[config.mk]
export PLATFORM = sky130hd
export DESIGN_NAME = scil_core
export DESIGN_NICKNAME = d
export VERILOG_FILES = /design/src/rtl/scil_pkg.sv /design/src/rtl/scil_sync.sv /design/src/rtl/scil_core.sv
export SDC_FILE = /design/constraint.sdc
export NUM_CORES = 1
export LEC_CHECK = 0
export BUFFER_PORTS_ARGS = -buffer_cell sky130_fd_sc_hd__buf_2
export CAP_MARGIN = 20
export CORE_ASPECT_RATIO = 1.2
export CORE_MARGIN = 1.5
export CORE_UTILIZATION = 42
export CTS_BUF_LIST = sky130_fd_sc_hd__clkbuf_4 sky130_fd_sc_hd__clkbuf_8
export DETAILED_ROUTE_END_ITERATION = 10
export GPL_TIMING_DRIVEN = 0
export PLACE_DENSITY = 0.7
export REMOVE_ABC_BUFFERS = 1
export SYNTH_ARGS = -nofsm -noshare
export SYNTH_HDL_FRONTEND = slang
export SYNTH_SLANG_ARGS = --single-unit
[constraint.sdc]
create_clock -name ref_clk_i -period 2.65 [get_ports ref_clk_i]
set_input_delay 0.53 -clock ref_clk_i [delete_from_list [all_inputs] [get_ports ref_clk_i]]
set_output_delay 0.53 -clock ref_clk_i [all_outputs]
set_load 0.03 [all_outputs]
[src/rtl/scil_pkg.sv]
// Shared constants for the serial channel interrupt logic
package scil_pkg;

    // Register indices selected through the command register pointer
    localparam logic [3:0] REG_CMD = 4'h0;
    localparam logic [3:0] REG_IMODE = 4'h1;
    localparam logic [3:0] REG_VECTOR = 4'h2;
    localparam logic [3:0] REG_EXTOPT = 4'h7;
    localparam logic [3:0] REG_MASTER = 4'h9;
    localparam logic [3:0] REG_EXTEN = 4'hF;
    localparam logic [3:0] RD_SPECIAL = 4'h1;
    localparam logic [3:0] RD_VECTOR = 4'h2;
    localparam logic [3:0] RD_PENDING = 4'h3;

    // Command field of the command register, bits 5..3
    localparam int CMD_LSB = 3;
    localparam logic [2:0] CMD_POINT_HIGH = 3'h1;
    localparam logic [2:0] CMD_RESET_EXT = 3'h2;
    localparam logic [2:0] CMD_RESET_TX = 3'h5;
    localparam logic [2:0] CMD_ERR_RESET = 3'h6;
    localparam logic [2:0] CMD_RESET_IUS = 3'h7;

    // Interrupt mode register fields
    localparam int IM_EXT_IE = 0;
    localparam int IM_TX_IE = 1;
    localparam int IM_PAR_SPC = 2;
    localparam int IM_RX_LSB = 3;
    localparam logic [1:0] RXM_OFF = 2'h0;
    localparam logic [1:0] RXM_SPECIAL = 2'h3;

    // Master control register fields
    localparam int MC_VIS = 0;
    localparam int MC_NV = 1;
    localparam int MC_DLC = 2;
    localparam int MC_MIE = 3;
    localparam int MC_STAT_HI = 4;
    localparam int MC_SWACK = 5;
    localparam int MC_RST_LSB = 6;

    // Extended option and external enable register fields
    localparam int EO_RX_FOUR = 3;
    localparam int EO_TX_ENTRY = 5;
    localparam int EX_OPT_ACCESS = 0;

    // Pending status and special condition status bit positions
    localparam int PS_EXT = 3;
    localparam int SP_PARITY = 4;
    localparam int SP_EOF = 7;

    // Reset values
    localparam logic [7:0] RST_IMODE = 8'h00;
    localparam logic [7:0] RST_VECTOR = 8'h00;
    localparam logic [7:0] RST_EXTOPT = 8'h00;
    localparam logic [7:0] RST_MASTER = 8'h00;
    localparam logic [7:0] RST_EXTEN = 8'hF8;

    // Source index in the internal chain, and vector status codes
    localparam int SRC_EXT = 0;
    localparam int SRC_TX = 1;
    localparam int SRC_RX = 2;
    localparam logic [1:0] VS_TX = 2'h0;
    localparam logic [1:0] VS_EXT = 2'h1;
    localparam logic [1:0] VS_RX = 2'h2;
    localparam logic [1:0] VS_SPECIAL = 2'h3;

    // Receive thresholds in bytes
    localparam logic [3:0] RX_ONE_BYTE = 4'h1;
    localparam logic [3:0] RX_FOUR_BYTES = 4'h4;

    // Daisy chain settle time before the vector is taken
    localparam int CLK_NS = 10;
    localparam int SETTLE_NS = 200;
    localparam int SETTLE_CYC = (SETTLE_NS + CLK_NS - 1) / CLK_NS;

endpackage

[src/rtl/scil_sync.sv]
// Two flip-flop synchroniser for the asynchronous chain pins
`timescale 1ns/1ps
module scil_sync
    import scil_pkg::*;
(
    // Clock and reset
    input wire logic ref_clk_i,
    input wire logic reset_n_i,
    // Pins and synchronised copies
    input wire logic [2:0] pin_i,
    output logic [2:0] sync_o
);

    typedef struct packed {
        logic [2:0] meta;
        logic [2:0] stable;
    } scil_sync_t;

    scil_sync_t s;
    scil_sync_t next_s;

    // First stage feeds only the second stage
    always_comb
    begin
        next_s = s;
        next_s.meta = pin_i;
        next_s.stable = s.meta;
    end

    // State register
    always_ff @(posedge ref_clk_i or negedge reset_n_i)
    begin
        if (!reset_n_i)
        begin
            s <= '0;
        end
        else
        begin
            s <= next_s;
        end
    end

    assign sync_o = s.stable;

endmodule

[src/rtl/scil_core.sv]
// Interrupt logic of one serial channel: sources, chain, acknowledge
// Function
// - Receive ranks highest, transmit next, external/status lowest.
// - Receive character interrupt at one byte, or four bytes when threshold set.
// - The receive threshold also governs receive DMA requests.
// - Overrun, CRC/framing, end of frame are special; parity only if enabled.
// - Transmit pends on buffer empty, or entry empty when threshold set.
// - Transmit never pends before the first character was written.
// - External sources gated by own enables and master external enable.
// - No channel interrupt request while master interrupt enable is clear; receive DMA requests still go.
// - Processor interrupt ORs channel, external pin, timers and parallel port.
// - Transmit enable bit and two-bit receive mode field gate their sources.
// - Pending sets only when enabled; clears by command or servicing.
// - Pending status reads receive bit 5, transmit bit 4, external bit 3.
// - Under-service set on hardware acknowledge or software-acknowledge vector read.
// - A set under-service bit masks lower internal sources.
// - Acknowledge sets under-service only for the highest pending source.
// - Only reset-highest command or reset clears under-service bits.
// - Disable-lower-chain drives priority-out low.
// - Any set under-service bit forces priority-out low.
// - Outgoing request depends on pending bits and priority-in.
// - Request needs enable, pending, no higher service, priority-in, no acknowledge.
// - Priority-out follows priority-in, low during acknowledge when pending.
// - Vector driven on acknowledge unless no-vector; status merged if selected.
// - Status code 00 tx, 01 ext, 10 rx, 11 special, low or high.
`timescale 1ns/1ps
module scil_core
    import scil_pkg::*;
(
    // Clock and reset
    input wire logic ref_clk_i,
    input wire logic reset_n_i,
    // Processor register port
    input wire logic cpu_wr_i,
    input wire logic cpu_rd_i,
    input wire logic cpu_data_sel_i,
    input wire logic [7:0] cpu_wdata_i,
    output logic [7:0] rd_data_o,
    output logic rd_data_oe_o,
    // Channel datapath status
    input wire logic [3:0] rx_count_i,
    input wire logic [3:0] rx_special_i,
    input wire logic tx_buf_empty_i,
    input wire logic tx_entry_empty_i,
    input wire logic [5:0] ext_src_i,
    // Chain pins and other requesters
    input wire logic priority_in_i,
    input wire logic acknowledge_strobe_i,
    input wire logic external_irq_input_n_i,
    input wire logic counter_timer_req_i,
    input wire logic parallel_port_req_i,
    // Requests out
    output logic irq_o,
    output logic priority_out_o,
    output logic dma_rx_req_o
);

    typedef enum logic [1:0] {ACK_IDLE, ACK_SETTLE, ACK_DONE} scil_ack_t;

    typedef struct packed {
        logic [3:0] ptr;
        logic [7:0] imode;
        logic [7:0] vector;
        logic [7:0] extopt;
        logic [7:0] master;
        logic [7:0] exten;
        logic [7:0] special;
        logic [2:0] under_service;
        logic tx_pend;
        logic ext_pend;
        logic tx_written;
        logic tx_cond_q;
        logic [5:0] ext_q;
        scil_ack_t ast;
        logic [4:0] cnt;
        logic ack_req;
        logic irq;
        logic pri_out;
        logic dma_req;
        logic [7:0] rd_data;
        logic rd_oe;
    } scil_state_t;

    localparam logic [4:0] SETTLE_LAST = 5'(SETTLE_CYC - 1);

    // Highest set bit of a chain vector, one-hot
    function automatic logic [2:0] scil_highest(input logic [2:0] v);
        logic [2:0] r;
        r = 3'h0;
        if (v[SRC_RX])
            r[SRC_RX] = 1'b1;
        else if (v[SRC_TX])
            r[SRC_TX] = 1'b1;
        else if (v[SRC_EXT])
            r[SRC_EXT] = 1'b1;
        return r;
    endfunction

    // Vector with the source status code merged in low or high position
    function automatic logic [7:0] scil_vector(input logic [7:0] base,
        input logic [2:0] sel, input logic spc, input logic vector_includes_status,
        input logic hi);
        logic [7:0] v;
        logic [1:0] c;
        v = base;
        c = sel[SRC_RX] ? (spc ? VS_SPECIAL : VS_RX) :
            sel[SRC_TX] ? VS_TX : VS_EXT;
        if (vector_includes_status && (sel != 3'h0))
        begin
            if (hi)
            begin
                v[5] = c[1];
                v[6] = c[0];
            end
            else
            begin
                v[2] = c[1];
                v[1] = c[0];
            end
        end
        return v;
    endfunction

    scil_state_t s, next_s;
    logic [2:0] pin_sync, src_en, pend, allow, req_vec;
    logic pri_in_s, ack_s, ext_irq_s, rx_char, spc_any, int_req, cmd_ius, soft_rst, tx_cond;
    logic [1:0] rx_mode;
    logic [7:0] vec_now;
    logic [5:0] ext_chg;

    // Chain pins come from outside the clock domain
    scil_sync u_sync (
        .ref_clk_i(ref_clk_i),
        .reset_n_i(reset_n_i),
        .pin_i({priority_in_i, acknowledge_strobe_i, !external_irq_input_n_i}),
        .sync_o(pin_sync)
    );

    assign pri_in_s = pin_sync[2];
    assign ack_s = pin_sync[1];
    assign ext_irq_s = pin_sync[0]; // Inverted ahead of the flops so reset reads idle

    // Source conditions, enables and the internal chain
    always_comb
    begin
        rx_mode = s.imode[IM_RX_LSB +: 2];
        rx_char = rx_count_i >= (s.extopt[EO_RX_FOUR] ? RX_FOUR_BYTES
                                                      : RX_ONE_BYTE);
        spc_any = (|s.special[SP_EOF:SP_PARITY + 1])
                  | (s.imode[IM_PAR_SPC] & s.special[SP_PARITY]);
        src_en = {rx_mode != RXM_OFF, s.imode[IM_TX_IE],
                  s.imode[IM_EXT_IE]};
        pend[SRC_RX] = src_en[SRC_RX]
                       & (spc_any | (rx_char & (rx_mode != RXM_SPECIAL)));
        pend[SRC_TX] = s.tx_pend;
        pend[SRC_EXT] = s.ext_pend;
        // A source under service blocks itself and everything below it
        allow[SRC_RX] = !s.under_service[SRC_RX];
        allow[SRC_TX] = !(|s.under_service[SRC_RX:SRC_TX]);
        allow[SRC_EXT] = !(|s.under_service);
        req_vec = pend & src_en & allow;
        int_req = s.master[MC_MIE] & (|req_vec) & pri_in_s
                  & (s.ast == ACK_IDLE);
        vec_now = scil_vector(s.vector, scil_highest(req_vec), spc_any,
                              s.master[MC_VIS], s.master[MC_STAT_HI]);
        tx_cond = s.extopt[EO_TX_ENTRY] ? tx_entry_empty_i : tx_buf_empty_i;
        ext_chg = (ext_src_i ^ s.ext_q) & {s.exten[7:3], s.exten[1]};
    end

    // Register access, pending flags, acknowledge and outputs
    always_comb
    begin
        logic ctl_wr;
        logic tx_clr;
        logic ext_clr;
        logic err_clr;
        logic [2:0] ack_set;
        ctl_wr = cpu_wr_i && !cpu_data_sel_i;
        tx_clr = cpu_wr_i && cpu_data_sel_i;
        ext_clr = 1'b0;
        err_clr = 1'b0;
        cmd_ius = 1'b0;
        soft_rst = 1'b0;
        ack_set = 3'h0;
        next_s = s;
        next_s.tx_cond_q = tx_cond;
        next_s.ext_q = ext_src_i;
        next_s.tx_written = s.tx_written | tx_clr;

        // Writes through the pointer; a pointed access returns it to zero
        if (ctl_wr)
        begin
            if (s.ptr == REG_CMD)
            begin
                next_s.ptr = {cpu_wdata_i[CMD_LSB +: 3] == CMD_POINT_HIGH,
                              cpu_wdata_i[2:0]};
                case (cpu_wdata_i[CMD_LSB +: 3])
                    CMD_RESET_EXT: ext_clr = 1'b1;
                    CMD_RESET_TX: tx_clr = 1'b1;
                    CMD_ERR_RESET: err_clr = 1'b1;
                    CMD_RESET_IUS: cmd_ius = 1'b1;
                    default: ;
                endcase
            end
            else
            begin
                next_s.ptr = REG_CMD;
                case (s.ptr)
                    REG_IMODE: next_s.imode = cpu_wdata_i;
                    REG_VECTOR: next_s.vector = cpu_wdata_i;
                    REG_EXTOPT:
                        if (s.exten[EX_OPT_ACCESS])
                            next_s.extopt = cpu_wdata_i;
                    REG_MASTER:
                    begin
                        next_s.master = cpu_wdata_i;
                        soft_rst = |cpu_wdata_i[MC_RST_LSB +: 2];
                    end
                    REG_EXTEN: next_s.exten = cpu_wdata_i;
                    default: ;
                endcase
            end
        end

        // Reads; the vector read doubles as the software acknowledge
        if (cpu_rd_i && !cpu_data_sel_i)
        begin
            next_s.ptr = REG_CMD;
            case (s.ptr)
                RD_SPECIAL: next_s.rd_data = s.special;
                RD_VECTOR:
                begin
                    next_s.rd_data = vec_now;
                    if (s.master[MC_SWACK] && int_req)
                        ack_set = scil_highest(req_vec);
                end
                RD_PENDING: next_s.rd_data = {2'h0, pend & src_en,
                                              3'h0};
                default: next_s.rd_data = 8'h00;
            endcase
        end

        // Hardware acknowledge: wait for the chain to settle, then claim
        case (s.ast)
            ACK_IDLE:
                if (ack_s)
                begin
                    next_s.ast = ACK_SETTLE;
                    next_s.cnt = 5'h00;
                    next_s.ack_req = int_req;
                end
            ACK_SETTLE:
                if (!ack_s)
                    next_s.ast = ACK_IDLE;
                else if (s.cnt == SETTLE_LAST)
                begin
                    next_s.ast = ACK_DONE;
                    if (s.ack_req && pri_in_s)
                    begin
                        ack_set = scil_highest(req_vec);
                        next_s.rd_data = vec_now;
                        next_s.rd_oe = !s.master[MC_NV];
                    end
                end
                else
                    next_s.cnt = s.cnt + 5'h01;
            ACK_DONE:
                if (!ack_s)
                begin
                    next_s.ast = ACK_IDLE;
                    next_s.rd_oe = 1'b0;
                end
            default: next_s.ast = ACK_IDLE;
        endcase

        // Under-service: the reset-highest command clears one bit; soft reset below clears all
        next_s.under_service = (s.under_service & ~(cmd_ius ? scil_highest(s.under_service) : 3'h0))
                     | ack_set;
        // Sticky flags; a new event wins over a clear in the same cycle
        next_s.special[SP_EOF:SP_PARITY] = (err_clr ? 4'h0
            : s.special[SP_EOF:SP_PARITY]) | rx_special_i;
        next_s.tx_pend = (s.tx_pend & !tx_clr)
            | (tx_cond & !s.tx_cond_q & s.tx_written
               & s.imode[IM_TX_IE]);
        next_s.ext_pend = (s.ext_pend & !ext_clr)
            | ((|ext_chg) & s.imode[IM_EXT_IE]);
        // Software reset of the channel's interrupt state
        if (soft_rst)
        begin
            next_s.master = RST_MASTER;
            next_s.under_service = 3'h0;
            next_s.tx_pend = 1'b0;
            next_s.ext_pend = 1'b0;
            next_s.tx_written = 1'b0;
            next_s.special = 8'h00;
        end
        // Registered outputs
        next_s.irq = int_req | ext_irq_s | counter_timer_req_i
                     | parallel_port_req_i;
        next_s.pri_out = pri_in_s && !s.master[MC_DLC] && !(|s.under_service)
            && !((s.ast != ACK_IDLE) && (|(pend & src_en)));
        next_s.dma_req = rx_char;
    end

    // State register; reset leaves the chain open
    always_ff @(posedge ref_clk_i or negedge reset_n_i)
    begin
        if (!reset_n_i)
        begin
            s <= '0;
            s.imode <= RST_IMODE;
            s.vector <= RST_VECTOR;
            s.extopt <= RST_EXTOPT;
            s.master <= RST_MASTER;
            s.exten <= RST_EXTEN;
        end
        else
        begin
            s <= next_s;
        end
    end

    assign irq_o = s.irq;
    assign priority_out_o = s.pri_out;
    assign dma_rx_req_o = s.dma_req;
    assign rd_data_o = s.rd_data;
    assign rd_data_oe_o = s.rd_oe;

    // Checks on the chain, flags and outputs
    mie_gate_a: assert property (@(posedge ref_clk_i) disable iff (!reset_n_i)
        !s.master[MC_MIE] && !ext_irq_s && !counter_timer_req_i
        && !parallel_port_req_i |=> !irq_o)
        else $error("request raised while master enable clear");
    rank_order_a: assert property (@(posedge ref_clk_i) disable iff (!reset_n_i)
        $rose(s.under_service[SRC_TX]) |-> !$past(req_vec[SRC_RX]))
        else $error("transmit served ahead of receive");
    dlc_low_a: assert property (@(posedge ref_clk_i) disable iff (!reset_n_i)
        s.master[MC_DLC] |=> !priority_out_o)
        else $error("priority out high with lower chain disabled");
    ius_low_a: assert property (@(posedge ref_clk_i) disable iff (!reset_n_i)
        (|s.under_service) |=> !priority_out_o)
        else $error("priority out high while under service");
    chain_follow_a: assert property (@(posedge ref_clk_i) disable iff (!reset_n_i)
        s.ast == ACK_IDLE && !s.master[MC_DLC] && s.under_service == 3'h0
        |=> priority_out_o == $past(pri_in_s))
        else $error("priority out does not follow priority in");
    tx_first_a: assert property (@(posedge ref_clk_i) disable iff (!reset_n_i)
        !s.tx_written |=> !s.tx_pend)
        else $error("transmit pending before first character");
    ius_clear_a: assert property (@(posedge ref_clk_i) disable iff (!reset_n_i)
        (|($past(s.under_service) & ~s.under_service)) |-> $past(cmd_ius || soft_rst))
        else $error("under service cleared without command");
    nv_vector_a: assert property (@(posedge ref_clk_i) disable iff (!reset_n_i)
        $rose(rd_data_oe_o) |-> !$past(s.master[MC_NV])
        && rd_data_o == $past(vec_now))
        else $error("vector driven wrongly on acknowledge");
    rx_four_a: assert property (@(posedge ref_clk_i) disable iff (!reset_n_i)
        s.extopt[EO_RX_FOUR] && rx_count_i < RX_FOUR_BYTES |=> !dma_rx_req_o)
        else $error("receive request below four bytes");
    ext_set_a: assert property (@(posedge ref_clk_i) disable iff (!reset_n_i)
        (|ext_chg) && s.imode[IM_EXT_IE] && !soft_rst |=> s.ext_pend)
        else $error("external change not latched");

endmodule

==> flow_summary.toml <==
[outcome]
status = "complete, no violations"

[pwr]
p_leak_nw = 1.79
peakVddDrop_mv = 0.434
powerDensity_nw_per_um2 = 750
p_total_mw = 3.01

[synthesis]
async_flop_share_pct = 100
synth-main-ff-cell = "dfrtp_1"
yosys.area.top_type = "dfrtp_1"
avgSynthCellArea_sq_um = 10.6
ys_seq_area_share_pct = 53.6
syn_inst = 330
synthDominantCellAreaShare_pct = 49.9
synthesis.area_sq_um = 3510
synth_cell_type_count = 52
synth-seq-cells = 75
yosys_warnings = 0
ys_top_cells_by_area = "dfrtp_1 50%, nand2_1 4.3%, mux2_2 4.2%"
synth_edf_count = 0

[placed_design]
dpl_cell_area_sq_um = 3770
dp.cells = 449
place_congestion = 0.887
dp_hpwl_mm = 5.66
portBuffers = 45

[drt]
wl_per_cell_microns = 16.9
via_per_inst = 5.65
via_count = 2628
drtIter0Drc = 133
wl_mm = 7.87
final_antenna_net_count = 0
drc = 0
drtPass1Iterations = 4

[timing]
skew_ns = 0.0117
finalCriticalPeriod_ns = 2.27
finalSetupTns_ns = 0
rsz0062_at_grt = "false"
setup_viol = 0
hold_violations = 0
finalCritPeriodShare_pct = 85.6
worst_slew_pin_slew_ns = 0.601
max_slew_margin_pct = 59.8
max_freq_ghz = 0.441
finalMaxSlewViolations = 0

[setup_path]
critPathCaptureType = "flop"
cp_cell_sequence = "ha_1, and4bb_1, nand4_1, nand2_1, inv_2, o41ai_1"
arrival_ns = 2.52
slowest_stage = "nand2_1"
cp_max_fo = 9
path_buf_inv = 1
max_stage_delay_ns = 0.46
critPathTopFamily = "simple AND/OR/NAND/NOR gates"
startpoint_type = "flop"
path_class = "reg2reg"
critical_path_required_ns = 2.90

[layout]
syn_to_final_growth_pct = 14.3
antenna_cells = 0
nNetsFinal = 402
layout-drive-gt1-share_pct = 23.0
stdcell_count = 465
fin_area_sq_um = 4010

[cts]
clock_latency_ns = 0.36
cts_setup_buffers = 0
cts_tree = "built"
clkSlewWorstSetupHoldPaths_ns = 0.08
cts_resized = 0
htree_levels = 3
cts_buffers = 9
cts_hold_buf = 0
cts.sinks = 75
cts.path.max_buffers = 2
cts_root_buffer = "clkbuf_8"

[global_routing]
grt_max_degree = 47
grt_pass1_wl_mm = 13.3
grt_pass1_vias = 2724
antenna_found_initial = 0
grt-ovfl-total = 0
grt_usage_pct = 19.7

[floorplan]
die_w_microns = 86.5
die_area_sq_um = 8920
start_util_pct = 43.3
core-area_sq_um = 8110
rows = 36
die_h_microns = 103
io_pins = 46

[hold_path]
hp-class = "in2async"

[flow_run]
drv_cap = 0
==> registers in the layout, indices dropped and copies added, names as in the netlist <==
signal / cells
dma_rx_req_o: 1
priority_out_o: 1
rx_mode: 2
u_sync.next_s: 3
pend: 2
irq_o: 1
rd_data_o: 8
u_sync.sync_o: 3
s: 53
rd_data_oe_o: 1
==> where the power goes <==
| part | internal [mW] | switching [mW] |
|---|---|---|
| sequential | 1.30 | 0.140 |
| clock | 0.639 | 0.433 |
| combinational | 0.217 | 0.282 |
| total | 2.15 | 0.856 |
==> cell usage in the layout (no fill, tap or decap), types with 4 or more instances in the layout <==
cell       n
nand2b_1   5
nand2_1   40
o21ai_0   20
mux2_1    11
nor2_1    18
nor2b_1    6
dfstp_2    5
buf_2     44
and3_1     4
clkbuf_8   9
o21ai_1    8
a32oi_1    5
and2_1     5
inv_1      8
xor2_1     6
nand4_1    5
mux2_2    13
a21oi_1   13
nor3_1     5
a22oi_1    7
dfrtp_1   70
nand3_1   10
==> final cells by class <==
| type | count | area (sq um) |
|---|---|---|
| Multi-Input combinational cell | 224 | 1480 |
| Sequential cell | 75 | 1880 |
| Fill cell | 755 | 4090 |
| Inverter | 9 | 33.8 |
| Timing Repair Buffer | 46 | 255 |
| Clock buffer | 10 | 131 |
| Tap cell | 95 | 119 |
| Clock inverter | 6 | 113 |
==> cells in the mapped netlist (all sizes together) (2+ instances only) <==
| cell type | n |
|---|---|
| dfrtp | 70 |
| nand2 | 40 |
| o21ai | 28 |
| mux2 | 24 |
| nor2 | 18 |
| a21oi | 13 |
| clkbuf | 12 |
| buf | 10 |
| nand3 | 10 |
| inv | 9 |
| a22oi | 7 |
| nor2b | 6 |
| xor2 | 6 |
| a32oi | 5 |
| and2 | 5 |
| dfstp | 5 |
| nand2b | 5 |
| nand4 | 5 |
| nor3 | 5 |
| and3 | 4 |
| a31oi | 3 |
| ha | 3 |
| nand4b | 3 |
| o211ai | 3 |
| a211oi | 2 |
| a22o | 2 |
| a32o | 2 |
| nor3b | 2 |
| nor4b | 2 |
| nor4bb | 2 |
| o22ai | 2 |
| o31ai | 2 |
==> kinds of logic (layout without fill, tap and decap cells) <==
family	Yosys count	in the layout	share of synthesized area (%)
multiplexers	24	24	7.70
adder cells (fa/ha/maj)	3	3	1.07
AO/OA/AOI/OAI	78	78	15.0
AND/OR/NAND/NOR	112	112	16.6
XOR/XNOR	7	7	1.75
flip-flops	75	75	53.6
buffers and inverters	31	71	4.24
==> final timing paths <==
| check | from | endpoint | slack [ns] | cells past startpoint |
|---|---|---|---|---|
| max | s[13] | rd_data_o[2] | 0.38 | 6 |
| min | reset_n_i | rd_data_o[5] | 0.10 | 1 |
| max reg2reg | s[13] | rd_data_o[2] | 0.38 | 6 |
| min reg2reg | u_sync.next_s[1] | u_sync.sync_o[1] | 0.36 | 0 |
| max in group asynchronous | reset_n_i | s[45] | 1.94 | 2 |
| min in group ref_clk_i | priority_in_i | u_sync.next_s[2] | 0.28 | 1 |
==> per-stage QoR <==
stage	worst slack, ns	hold WS, ns	util [%]
floorplan	0.523	0.234	-
finish	0.380	0.102	49.5
detailed placement	0.207	0.340	46.5
global route	0.164	0.121	49.5
CTS	0.428	0.110	49.5
global placement	0.257	0.332	46.1
==> per-layer routing <==
layer	wire, microns	track usage (%)	vias up
met5	0	0	-
met4	164	9.06	0
met3	313	4.16	12
met2	4040	33.5	66
met1	3350	24.1	1299
li1	-	-	1251
Note: power is estimated with default switching activity, not from simulation.
